--- config.mk ---
export PLATFORM = sky130hd
export DESIGN_NAME = pmc_top
export DESIGN_NICKNAME = d
export VERILOG_FILES = /design/src/rtl/pmc_pkg.sv /design/src/rtl/pmc_ctr_if.sv /design/src/rtl/pmc_counter.sv /design/src/rtl/pmc_sync.sv /design/src/rtl/pmc_top.sv
export VERILOG_INCLUDE_DIRS = /design/src /design/src/rtl
export SDC_FILE = /design/constraint.sdc
export NUM_CORES = 1
export LEC_CHECK = 0
export BUFFER_PORTS_ARGS = -buffer_cell sky130_fd_sc_hd__buf_2
export CAP_MARGIN = 20
export CORE_MARGIN = 4
export CORE_UTILIZATION = 55
export DETAILED_ROUTE_END_ITERATION = 8
export GPL_ROUTABILITY_DRIVEN = 0
export PLACE_DENSITY = 0.73
export SYNTH_ARGS = -nofsm -noshare
export SYNTH_HDL_FRONTEND = slang
export SYNTH_SLANG_ARGS = --single-unit
--- constraint.sdc ---
create_clock -name hclk -period 6.15 [get_ports hclk]
set_clock_uncertainty 0.2 [all_clocks]
set_input_delay 0.615 -clock hclk [delete_from_list [all_inputs] [get_ports hclk]]
set_output_delay 0.615 -clock hclk [all_outputs]
set_load 0.02 [all_outputs]
--- src/rtl/pmc_regs.svh ---
`ifndef PMC_REGS_SVH
`define PMC_REGS_SVH
// counter count and synchroniser width
`define PMC_NUM_CTR 2
`define PMC_SYNC_W 4
// register byte addresses (low address byte decoded)
`define PMC_ADDR_CMD0 8'h00
`define PMC_ADDR_DATA0 8'h04
`define PMC_ADDR_COUNT0 8'h08
`define PMC_CTR_STRIDE 8'h10
`define PMC_ADDR_STATUS 8'h20
`define PMC_ADDR_INT_CLR 8'h24
`define PMC_ADDR_INT_EN 8'h28
// command register fields
`define PMC_OPC_HI 19
`define PMC_OPC_LO 16
`define PMC_CC_HI 23
`define PMC_CC_LO 21
`define PMC_CMD_RSVD_MASK 32'hFFFF_7FFF
`define PMC_CC_FALSE 3'h0
// opcodes
`define PMC_OP_STOP 4'h0
`define PMC_OP_START 4'h1
`define PMC_OP_SAMPLE 4'h2
`define PMC_OP_RESET 4'h4
`define PMC_OP_SAMP_RST 4'h6
`define PMC_OP_PRELOAD 4'hF
// status register fields
`define PMC_STS_RUN_LO 8
// data constants and reset values
`define PMC_WORD_ZERO 32'h0000_0000
`define PMC_WORD_ONES 32'hFFFF_FFFF
`define PMC_WORD_ONE 32'h0000_0001
`define PMC_HTRANS_NONSEQ 2'h2
`endif

--- src/rtl/pmc_pkg.sv ---
`default_nettype none
`include "pmc_regs.svh"
package pmc_pkg;
    // opcode field of a command register
    typedef enum logic [3:0] {
        PMC_OPC_STOP = `PMC_OP_STOP,
        PMC_OPC_START = `PMC_OP_START,
        PMC_OPC_SAMPLE = `PMC_OP_SAMPLE,
        PMC_OPC_RESET = `PMC_OP_RESET,
        PMC_OPC_SAMP_RST = `PMC_OP_SAMP_RST,
        PMC_OPC_PRELOAD = `PMC_OP_PRELOAD
    } pmc_opcode_t;
    typedef logic [31:0] pmc_word_t;
endpackage
`default_nettype wire

--- src/rtl/pmc_ctr_if.sv ---
`default_nettype none
// bundle between register slave and one counter
interface pmc_ctr_if;
    logic cmd_wr; // command register written, one cycle
    logic [3:0] opcode; // opcode of that write
    logic [2:0] cc; // threshold condition code of that write
    logic data_wr; // data register written by software
    pmc_pkg::pmc_word_t wdata; // write data
    logic inc_evt; // selected increment event level
    logic dec_evt; // selected decrement event level
    pmc_pkg::pmc_word_t count; // live count
    pmc_pkg::pmc_word_t data; // data register
    logic running; // counter running
    logic ovf; // wrap pulse
    modport ctr (input cmd_wr, opcode, cc, data_wr, wdata, inc_evt, dec_evt,
                 output count, data, running, ovf);
    modport host (output cmd_wr, opcode, cc, data_wr, wdata, inc_evt,
                  dec_evt, input count, data, running, ovf);
endinterface
`default_nettype wire

--- src/rtl/pmc_counter.sv ---
`default_nettype none
`include "pmc_regs.svh"
// one 32-bit event counter with opcode execution
module pmc_counter (
    input wire logic hclk,
    input wire logic hresetn,
    pmc_ctr_if.ctr cif
);
    pmc_pkg::pmc_word_t count_ff; // live count
    pmc_pkg::pmc_word_t data_ff; // sample / preload / threshold register
    logic run_ff; // counting enabled
    logic ovf_ff; // wrap pulse
    logic up; // net increment this cycle
    logic dn; // net decrement this cycle
    logic samp_ok; // sample may overwrite data

    // simultaneous inc and dec cancel out
    assign up = cif.inc_evt && !cif.dec_evt;
    assign dn = cif.dec_evt && !cif.inc_evt;
    assign samp_ok = (cif.cc == `PMC_CC_FALSE);

    // run flag follows stop, start, reset, restart
    always_ff @(posedge hclk or negedge hresetn) begin
        if (!hresetn) begin
            run_ff <= 1'b0;
        end else if (cif.cmd_wr) begin
            case (cif.opcode)
                `PMC_OP_STOP: run_ff <= 1'b0;
                `PMC_OP_START: run_ff <= 1'b1;
                `PMC_OP_RESET: run_ff <= 1'b0;
                `PMC_OP_SAMP_RST: run_ff <= 1'b1;
                default: run_ff <= run_ff;
            endcase
        end
    end

    // count update: reset, sample-and-restart and preload commands win over events in the same cycle
    always_ff @(posedge hclk or negedge hresetn) begin
        if (!hresetn) begin
            count_ff <= `PMC_WORD_ZERO;
            ovf_ff <= 1'b0;
        end else begin
            ovf_ff <= 1'b0;
            if (cif.cmd_wr && (cif.opcode == `PMC_OP_RESET ||
                               cif.opcode == `PMC_OP_SAMP_RST)) begin
                count_ff <= `PMC_WORD_ZERO;
            end else if (cif.cmd_wr && cif.opcode == `PMC_OP_PRELOAD) begin
                count_ff <= data_ff;
            end else if (run_ff && up) begin
                count_ff <= count_ff + `PMC_WORD_ONE;
                ovf_ff <= (count_ff == `PMC_WORD_ONES);
            end else if (run_ff && dn) begin
                count_ff <= count_ff - `PMC_WORD_ONE;
                ovf_ff <= (count_ff == `PMC_WORD_ZERO);
            end
        end
    end

    // data register: software write or sample
    always_ff @(posedge hclk or negedge hresetn) begin
        if (!hresetn) begin
            data_ff <= `PMC_WORD_ZERO;
        end else if (cif.data_wr) begin
            data_ff <= cif.wdata;
        end else if (cif.cmd_wr && samp_ok &&
                     (cif.opcode == `PMC_OP_SAMPLE ||
                      cif.opcode == `PMC_OP_SAMP_RST)) begin
            data_ff <= count_ff;
        end
    end

    assign cif.count = count_ff;
    assign cif.data = data_ff;
    assign cif.running = run_ff;
    assign cif.ovf = ovf_ff;
endmodule // pmc_counter
`default_nettype wire

--- src/rtl/pmc_sync.sv ---
`default_nettype none
`include "pmc_regs.svh"
// three-stage input synchroniser, change taken when stages two and three agree
module pmc_sync (
    input wire logic hclk,
    input wire logic hresetn,
    input wire logic [`PMC_SYNC_W-1:0] async_in,
    output var logic [`PMC_SYNC_W-1:0] level_out
);
    genvar b;
    generate
        for (b = 0; b < `PMC_SYNC_W; b++) begin : g_bit
            logic s1_ff; // metastable stage, read only by s2
            logic s2_ff;
            logic s3_ff;
            logic lvl_ff; // filtered level
            // shift chain; lvl only moves on agreement
            always_ff @(posedge hclk or negedge hresetn) begin
                if (!hresetn) begin
                    s1_ff <= 1'b0;
                    s2_ff <= 1'b0;
                    s3_ff <= 1'b0;
                    lvl_ff <= 1'b0;
                end else begin
                    s1_ff <= async_in[b];
                    s2_ff <= s1_ff;
                    s3_ff <= s2_ff;
                    // a one-cycle glitch in s2 is not taken
                    if (s2_ff == s3_ff) begin
                        lvl_ff <= s3_ff;
                    end
                end
            end
            assign level_out[b] = lvl_ff;
        end
    endgenerate
endmodule // pmc_sync
`default_nettype wire

--- src/rtl/pmc_top.sv ---
// Contract
// - stop code holds count, ignores events
// - start code counts increment and decrement events
// - duration events count every clock while true; a level change lasting one clock is filtered out by the synchroniser
// - sample copies count, counter keeps running
// - sample writes data only when code false
// - reset code clears counter, leaves stopped
// - 32-bit counter, wrap sets overflow flag
// - sample-and-restart samples then restarts counting
// - preload loads counter from data register
// - running counter continues after preload
// - condition code zero means no compare
//
// The AHB-Lite register port was decided locally.
`default_nettype none
`include "pmc_regs.svh"
module pmc_top (
    input wire logic hclk,
    input wire logic hresetn,
    input wire logic hsel,
    input wire logic [31:0] haddr,
    input wire logic [1:0] htrans,
    input wire logic hwrite,
    input wire logic [2:0] hsize,
    input wire logic [31:0] hwdata,
    input wire logic hready,
    output var logic [31:0] hrdata,
    output var logic hreadyout,
    output var logic hresp,
    input wire logic [`PMC_NUM_CTR-1:0] inc_evt_in,
    input wire logic [`PMC_NUM_CTR-1:0] dec_evt_in,
    output var logic irq
);
    logic wr_ph_ff; // write data phase pending
    logic rd_ph_ff; // read data phase, wait state
    logic [7:0] addr_ff; // latched low address byte
    logic [31:0] hrdata_ff; // read data
    logic hreadyout_ff; // ready back to master
    logic [`PMC_NUM_CTR-1:0] ovf_sts_ff; // sticky overflow status
    logic [`PMC_NUM_CTR-1:0] int_en_ff; // interrupt enables
    logic irq_ff; // registered interrupt
    logic accept; // address phase taken
    logic [`PMC_SYNC_W-1:0] evt_lvl; // synchronised events
    logic [`PMC_NUM_CTR-1:0] ovf_pulse; // wrap pulses from counters
    logic [`PMC_NUM_CTR-1:0] run_vec; // running flags
    logic [`PMC_NUM_CTR-1:0] clr_vec; // clear strobes
    pmc_pkg::pmc_word_t cmd_rd [`PMC_NUM_CTR]; // command readback
    pmc_pkg::pmc_word_t data_rd [`PMC_NUM_CTR]; // data readback
    pmc_pkg::pmc_word_t count_rd [`PMC_NUM_CTR]; // count readback
    logic [31:0] nxt_hrdata; // read mux output

    // only nonseq transfers are used; seq treated alike, busy/idle ignored
    assign accept = hsel && hready && htrans[1];

    // event pins come from outside the clock domain
    pmc_sync u_sync (
        .hclk(hclk),
        .hresetn(hresetn),
        .async_in({dec_evt_in, inc_evt_in}),
        .level_out(evt_lvl)
    );

    // address phase capture and data phase tracking
    always_ff @(posedge hclk or negedge hresetn) begin
        if (!hresetn) begin
            wr_ph_ff <= 1'b0;
            rd_ph_ff <= 1'b0;
            addr_ff <= 8'h00;
        end else begin
            if (accept) begin
                addr_ff <= haddr[7:0];
            end
            // write data phase lasts one cycle, no wait
            wr_ph_ff <= accept && hwrite;
            // read inserts one wait so a write just before is visible
            rd_ph_ff <= accept && !hwrite;
        end
    end

    // ready drops for the first read data phase cycle only
    always_ff @(posedge hclk or negedge hresetn) begin
        if (!hresetn) begin
            hreadyout_ff <= 1'b1;
        end else begin
            hreadyout_ff <= !(accept && !hwrite);
        end
    end

    // per-counter glue
    genvar i;
    generate
        for (i = 0; i < `PMC_NUM_CTR; i++) begin : g_ctr
            localparam logic [7:0] A_CMD =
                8'(`PMC_ADDR_CMD0 + i * `PMC_CTR_STRIDE);
            localparam logic [7:0] A_DATA =
                8'(`PMC_ADDR_DATA0 + i * `PMC_CTR_STRIDE);
            logic [31:0] cmd_ff; // stored command word
            logic cmd_hit; // this command register written
            pmc_ctr_if cif ();

            assign cmd_hit = wr_ph_ff && (addr_ff == A_CMD);

            // command word store; executes the opcode the same cycle
            always_ff @(posedge hclk or negedge hresetn) begin
                if (!hresetn) begin
                    cmd_ff <= `PMC_WORD_ZERO;
                end else if (cmd_hit) begin
                    cmd_ff <= hwdata & `PMC_CMD_RSVD_MASK;
                end
            end

            assign cif.cmd_wr = cmd_hit;
            assign cif.opcode = hwdata[`PMC_OPC_HI:`PMC_OPC_LO];
            assign cif.cc = hwdata[`PMC_CC_HI:`PMC_CC_LO];
            assign cif.data_wr = wr_ph_ff && (addr_ff == A_DATA);
            assign cif.wdata = hwdata;
            assign cif.inc_evt = evt_lvl[i];
            assign cif.dec_evt = evt_lvl[i + `PMC_NUM_CTR];

            pmc_counter u_ctr (
                .hclk(hclk),
                .hresetn(hresetn),
                .cif(cif)
            );

            assign cmd_rd[i] = cmd_ff;
            assign data_rd[i] = cif.data;
            assign count_rd[i] = cif.count;
            assign ovf_pulse[i] = cif.ovf;
            assign run_vec[i] = cif.running;
        end
    endgenerate

    // clear strobes from the write-only clear register
    assign clr_vec = (wr_ph_ff && addr_ff == `PMC_ADDR_INT_CLR) ?
                     hwdata[`PMC_NUM_CTR-1:0] : '0;

    // sticky overflow, set wins over clear
    always_ff @(posedge hclk or negedge hresetn) begin
        if (!hresetn) begin
            ovf_sts_ff <= '0;
        end else begin
            ovf_sts_ff <= (ovf_sts_ff & ~clr_vec) | ovf_pulse;
        end
    end

    // interrupt enable register
    always_ff @(posedge hclk or negedge hresetn) begin
        if (!hresetn) begin
            int_en_ff <= '0;
        end else if (wr_ph_ff && addr_ff == `PMC_ADDR_INT_EN) begin
            int_en_ff <= hwdata[`PMC_NUM_CTR-1:0];
        end
    end

    // level interrupt, one cycle behind the status bits
    always_ff @(posedge hclk or negedge hresetn) begin
        if (!hresetn) begin
            irq_ff <= 1'b0;
        end else begin
            irq_ff <= |(ovf_sts_ff & int_en_ff);
        end
    end

    // read mux; unmapped and write-only offsets read zero
    always_comb begin
        nxt_hrdata = `PMC_WORD_ZERO;
        for (int k = 0; k < `PMC_NUM_CTR; k++) begin
            if (addr_ff == 8'(`PMC_ADDR_CMD0 + k * `PMC_CTR_STRIDE)) begin
                nxt_hrdata = cmd_rd[k];
            end
            if (addr_ff == 8'(`PMC_ADDR_DATA0 + k * `PMC_CTR_STRIDE)) begin
                nxt_hrdata = data_rd[k];
            end
            if (addr_ff == 8'(`PMC_ADDR_COUNT0 + k * `PMC_CTR_STRIDE)) begin
                nxt_hrdata = count_rd[k];
            end
        end
        if (addr_ff == `PMC_ADDR_STATUS) begin
            nxt_hrdata[`PMC_NUM_CTR-1:0] = ovf_sts_ff;
            nxt_hrdata[`PMC_STS_RUN_LO +: `PMC_NUM_CTR] = run_vec;
        end
        if (addr_ff == `PMC_ADDR_INT_EN) begin
            nxt_hrdata[`PMC_NUM_CTR-1:0] = int_en_ff;
        end
    end

    // read data loaded in the wait cycle, held until the next read
    always_ff @(posedge hclk or negedge hresetn) begin
        if (!hresetn) begin
            hrdata_ff <= `PMC_WORD_ZERO;
        end else if (rd_ph_ff && !hreadyout_ff) begin
            hrdata_ff <= nxt_hrdata;
        end
    end

    assign hrdata = hrdata_ff;
    assign hreadyout = hreadyout_ff;
    // always okay
    assign hresp = 1'b0;
    assign irq = irq_ff;
endmodule // pmc_top
`default_nettype wire
Word-level counts from Yosys, hierarchy flattened
Index checks and enable logic that the tools add are counted.
- bits in registers: 258
- input bits: 78
- output and inout port bits: 35
- logic and storage cells: 143
- add/sub/neg operators: 4
- equality and inequality tests: 19
- multiplexer cells: 31
- bitwise logic cells: 4
- reduce and logical (&&, ||, !) cells: 51
- operator list (cell ; count):
    $mux 32 ; 18
    $add 32x1->32 const B ; 2
    $eq 32x32->1 const B ; 2
    $logic_not 32->1 ; 2
    $sub 32x1->32 const B ; 2
    $logic_and 1x1->1 ; 27
    $eq 8x5->1 const B ; 3
    $eq 8x6->1 const B ; 3
    $eq 4x3->1 const B ; 2
    $eq 8x3->1 const B ; 1
    $eq 8x4->1 const B ; 1
    $logic_not 8->1 ; 1
    $mux 1 ; 8
    $mux 2 ; 4
    $reduce_bool 4->1 ; 2
    $logic_not 1->1 ; 7
    $reduce_bool 2->1 ; 3
    $reduce_or 2->1 ; 3
    $and 2x2->2 ; 2
    $eq 1x1->1 ; 4
    $eq 4x1->1 const B ; 1
    $eq 4x2->1 const B ; 1
    $eq 4x4->1 const B ; 1
    $logic_not 4->1 ; 1
    6 further kinds ; 8

Longest topological paths before layout
- depth after elaboration: 9
- mapped depth: 15
- mapped depth without buffers: 14

Cells and area by module
A second synthesis with hierarchy kept.
- cells, all modules: 1797
- area, all modules: 15967.8 um^2
- by module, submodules not included (module ; times used ; cells an instance ; area an instance (um^2) ; sequential area each (um^2)):
    pmc_top ; 1 ; 661 ; 5884.4 ; 2753.9
    pmc_counter at g_ctr[0].u_ctr ; 1 ; 560 ; 4828.4 ; 1651.6
    pmc_counter at g_ctr[1].u_ctr ; 1 ; 552 ; 4779.6 ; 1651.6
    pmc_sync ; 1 ; 24 ; 475.5 ; 400.4

Worst setup path after synthesis
No wires, ideal clock.
- path kind: register to register
- from: reg u_sync.g_bit[3].lvl_ff
- to: reg g_ctr[1].u_ctr.count_ff[28]
- library setup time: 0.129 ns
- arrival time: 3.444 ns
- required time: 5.821 ns
- setup slack: 2.377 ns
- cell stages (with the launch flop): 13
- buffers on the path: 0
- period minus slack after synthesis: 3.773 ns
- cells stage by stage: dfrtp_1 nand3b_1 ha_1 nor2b_4 o21ai_2 a21boi_2 o2111ai_1 a31oi_2 o211a_4 a2111oi_4 nor3_2 xnor2_1 o21ai_1
- word-level cells in the longest chain between the ends: 6
- elaborated cells on any way between the ends: 9
- classes of those cells: mux: 3; reduce/logical: 6
- RTL lines (what ; RTL line ; text):
    start, declared ; pmc_sync.sv:16 ; logic lvl_ff;
    start signal, assigned ; pmc_sync.sv:23 ; lvl_ff <= 1'b0;
    start signal, assigned ; pmc_sync.sv:30 ; lvl_ff <= s3_ff;
    $logic_not 1->1 ; pmc_counter.sv:18 ; assign up = cif.inc_evt && !cif.dec_evt;
    $logic_and 1x1->1 ; pmc_counter.sv:18 ;
    $logic_and 1x1->1 ; pmc_counter.sv:49 ; end else if (run_ff && up) begin
    $mux 32 ; pmc_counter.sv:49 ;
    $mux 32 ; pmc_counter.sv:47 ; end else if (cif.cmd_wr && cif.opcode == `PMC_OP_PRELOAD) begin
    $mux 32 ; pmc_counter.sv:44 ; if (cif.cmd_wr && (cif.opcode == `PMC_OP_RESET ||
    end signal, assigned ; pmc_counter.sv:46 ; count_ff <= `PMC_WORD_ZERO;
    end signal, assigned ; pmc_counter.sv:48 ; count_ff <= data_ff;
    end signal, assigned ; pmc_counter.sv:50 ; count_ff <= count_ff + `PMC_WORD_ONE;
    end, declared ; pmc_counter.sv:9 ; pmc_pkg::pmc_word_t count_ff;
Parallel ways exist; a longest one is shown, timed or not.
A chain may end at the register's enable or synchronous reset.

Worst setup path in the final report
- from: reg g_ctr[0].u_ctr.run_ff
- to: reg g_ctr[0].u_ctr.count_ff[30]
- word-level cells in the longest chain between the ends: 4
- elaborated cells on any way between the ends: 6
- classes of those cells: mux: 3; reduce/logical: 3
- RTL lines (what ; RTL line ; text):
    start, declared ; pmc_counter.sv:11 ; logic run_ff;
    start signal, assigned ; pmc_counter.sv:32 ; default: run_ff <= run_ff;
    $logic_and 1x1->1 ; pmc_counter.sv:49 ;
    $mux 32 ; pmc_counter.sv:49 ;
    $mux 32 ; pmc_counter.sv:47 ;
    $mux 32 ; pmc_counter.sv:44 ;
    end signal, assigned ; pmc_counter.sv:46 ;
    end signal, assigned ; pmc_counter.sv:48 ;
    end signal, assigned ; pmc_counter.sv:50 ;
    end, declared ; pmc_counter.sv:9 ;
Parallel ways exist; a longest one is shown, timed or not.

==> results.sh <==
export IMPL_outcome="completed"
export IMPL_clk_pin_slew_worst_paths_ns=0.06
export IMPL_row_count=60
export IMPL_max_freq_ghz=0.253
export IMPL_grt_pass1_vias=12800
export IMPL_yosys_most_used_dff="dfrtp_1"
export IMPL_fin_area_um2=16900
export IMPL_syn_inst=1703
export IMPL_multiInputGateArea_um2=8200
export IMPL_hold_depth=2
export IMPL_hold_viol_final=0
export IMPL_dr_pass1_iters=8
export IMPL_start_kind="register"
export IMPL_synth_edff_count=0
export IMPL_syn_avg_cell_area_um2=8.86
export IMPL_first_iter_violations=1736
export IMPL_fill_cells=2265
export IMPL_die_height_um=174
export IMPL_cts_tree="yes"
export IMPL_fin_crit_ns=3.95
export IMPL_vias=13500
export IMPL_detail_route_antenna_nets=0
export IMPL_grt_use_met2_pct=46.3
export IMPL_gr_usage_all_layers_pct=28.8
export IMPL_routed_wl_um=44400
export IMPL_cp_max_fo=34
export IMPL_slew_viol_final=0
export IMPL_maxCapViolations=0
export IMPL_cts_max_level=1
export IMPL_layout_common_cells="nand2_1, dfrtp_1, o21ai_0"
export IMPL_critPathRequiredTime_ns=6.36
export IMPL_ff2ff_setup_slack_ns=2.20
export IMPL_grt_max_degree=142
export IMPL_die_w_um=174
export IMPL_drc=0
export IMPL_port_buffers=83
export IMPL_synth_async_sr_flop_share_pct=100
export IMPL_worstSetupPathType="register to register"
export IMPL_whs_endpoint="addr_ff[7]"
export IMPL_power_density_nw_per_um2=463
export IMPL_finalNetCount=1885
export IMPL_min_period_over_period_pct=64.2
export IMPL_r2r_end="g_ctr[0].u_ctr.cif.count[30]"
export IMPL_worstSetupEndpointType="register"
export IMPL_timing_rr_start="g_ctr[0].u_ctr.cif.running"
export IMPL_cts_sinks=258
export IMPL_numCtsBuffers=28
export IMPL_finalSetupTns_ns=0
export IMPL_worstHoldStart="haddr[7]"
export IMPL_antenna_found_initial=1
export IMPL_overflow=0
export IMPL_grt_use_met1_pct=41.2
export IMPL_post_place_ws_ns=2.25
export IMPL_syn_area_um2=15100
export IMPL_peakVddDrop_mv=0.255
export IMPL_layout_setup_ws_ns=2.20
export IMPL_drive_above_1_share_pct=11.7
export IMPL_ios=113
export IMPL_seqCellArea_um2=6460
export IMPL_finalPower_mw=7.80
export IMPL_synth_cell_types=79
export IMPL_worstMarginPinSlew_ns=1.04
export IMPL_grt_pass1_wl_um=71100
export IMPL_ys_ff_latch=258
export IMPL_grt_use_met3_pct=4.36
export IMPL_final_common_cell="nand2_1"
export IMPL_finalSetupViolations=0
export IMPL_area_delta_synth_final_pct=11.7
export IMPL_wl_per_cell_um=21.1
export IMPL_worstPathArrival_ns=4.16
export IMPL_p_leak_nw=7.50
export IMPL_clk_latency_ns=0.55
export IMPL_root_buffer="clkbuf_16"
export IMPL_reg2reg_depth=14
export IMPL_hp_class="primary input to register"
export IMPL_clockBufferDepth=3
export IMPL_syn_nets=1843
export IMPL_place_area_um2=15700
export IMPL_hpwlAfterDp_um=30800
export IMPL_top_usage_layer="met2"
export IMPL_rsz0062_at_grt="false"
export IMPL_vias_per_cell=6.39
export IMPL_dieArea_um2=30100
export IMPL_core_area_um2=27000
export IMPL_initial_core_util_pct=56.0
export IMPL_ys_warn_count=0
export IMPL_slew_headroom_pct=30.9
export IMPL_ys_seq_area_share_pct=42.8
==> power breakdown <==
group	internal, mW	switching (mW)	leakage, nW
clock	1.18	0.699	0.514
combinational	1.54	1.96	3.89
sequential	1.97	0.453	3.09
==> per-stage QoR <==
stage                     std cells  hold slack [ns]  utilization [%]
after CTS                      2107           0.0880             62.5
final                          2109           0.0977             62.5
after floorplan                1703            0.119                -
after global routing           2109           0.0882             62.5
after global placement         2050            0.133             58.4
after detailed placement       2050            0.136             58.4
==> worst max-delay path: stages, from the launching register on <==
cell,delay [ns]
dfrtp_1,0.47
nand2_1,0.09
or2_2,0.58
inv_1,0.20
fa_1,0.43
nor2b_1,0.19
o21ai_1,0.12
a21boi_2,0.27
a2bb2oi_2,0.30
a2111oi_4,0.14
o2111ai_1,0.27
nand2_1,0.14
o21ai_1,0.19
xnor2_1,0.14
o21ai_1,0.07
==> state kept, by name, summed over array words and instances, names as in the netlist, 2 cells and up <==
register                 cells
g_ctr.u_ctr.cif.running      2
ovf_sts_ff                   2
u_sync.g_bit.s3_ff           4
g_ctr.u_ctr.cif.count       64
g_ctr.cmd_ff                62
addr_ff                      8
hrdata                      32
g_ctr.u_ctr.cif.ovf          2
u_sync.g_bit.lvl_ff          4
g_ctr.u_ctr.cif.data        64
int_en_ff                    2
u_sync.g_bit.s2_ff           4
u_sync.g_bit.s1_ff           4
==> final cells by class <==
type	instances	area share [%]
Timing Repair Buffer	107	3.82
Clock inverter	9	1.01
Antenna cell	1	0.0148
Multi-Input combinational cell	1325	48.6
Tap cell	341	2.53
Sequential cell	258	38.3
Clock buffer	43	5.15
Inverter	25	0.557
==> synth_stat cells (8+ instances only) <==
cell type	n	area share, %
a31oi_1	12	0.50
dfrtp_1	257	43
o21ai_0	151	5.0
ha_1	60	5.0
xnor2_1	26	1.5
a221oi_1	29	1.7
inv_1	25	0.62
clkbuf_1	75	1.9
mux2i_1	67	4.4
nor2b_1	10	0.41
and3_1	10	0.41
nand4_1	27	1.1
nand3_1	16	0.53
xor2_1	27	1.6
mux2_2	10	0.75
nor4_1	16	0.66
o21ai_1	13	0.43
a21oi_1	143	4.7
nor3_1	24	0.80
buf_2	13	0.43
a22oi_1	29	1.4
nor2_1	124	3.1
nand2b_1	8	0.33
a222oi_1	30	2.0
o21a_1	10	0.50
nand2_1	336	8.4
a21o_1	42	2.1
==> cells by family (layout without fill, tap and decap cells) <==
family	count (synthesis)	after routing	share of synthesized area, %
AOI/OAI and AO/OA	528	528	22.9
xor gates and xnor gates	53	53	3.08
adders and majority gates	66	66	5.51
buffers and inverters	120	184	3.19
DFF	258	258	42.8
muxes	77	77	5.19
other	1	2	0.0249
and+or+nand+nor	600	600	17.3
==> what timing repair did <==
item                      in CTS  in global routing
hold buffers                   5                  0
resized for setup              0                  0
hold endpoints to repair      30                  0
setup buffers                  0                  0
==> per-layer routing <==
layer / up-vias / routed length [um]
met4: 0 / 1140
met3: 76 / 3360
met2: 512 / 20800
met5: - / 0
met1: 6631 / 19100
li1: 6251 / -
==> how the worst max path moves through the flow <==
stage,cells past startpoint,to,slack (ns),from
2_1_floorplan,12,g_ctr[1].u_ctr.cif.count[28],2.38,u_sync.g_bit[3].lvl_ff
3_3_place_gp,14,g_ctr[0].u_ctr.cif.count[30],2.31,g_ctr[0].u_ctr.cif.running
3_5_place_dp,14,g_ctr[0].u_ctr.cif.count[30],2.25,g_ctr[0].u_ctr.cif.running
4_1_cts,14,g_ctr[0].u_ctr.cif.count[30],2.21,g_ctr[0].u_ctr.cif.running
5_1_grt,14,g_ctr[0].u_ctr.cif.count[30],1.92,g_ctr[0].u_ctr.cif.running
6_report,14,g_ctr[0].u_ctr.cif.count[30],2.20,g_ctr[0].u_ctr.cif.running
Note: power is estimated with default switching activity, not from simulation.
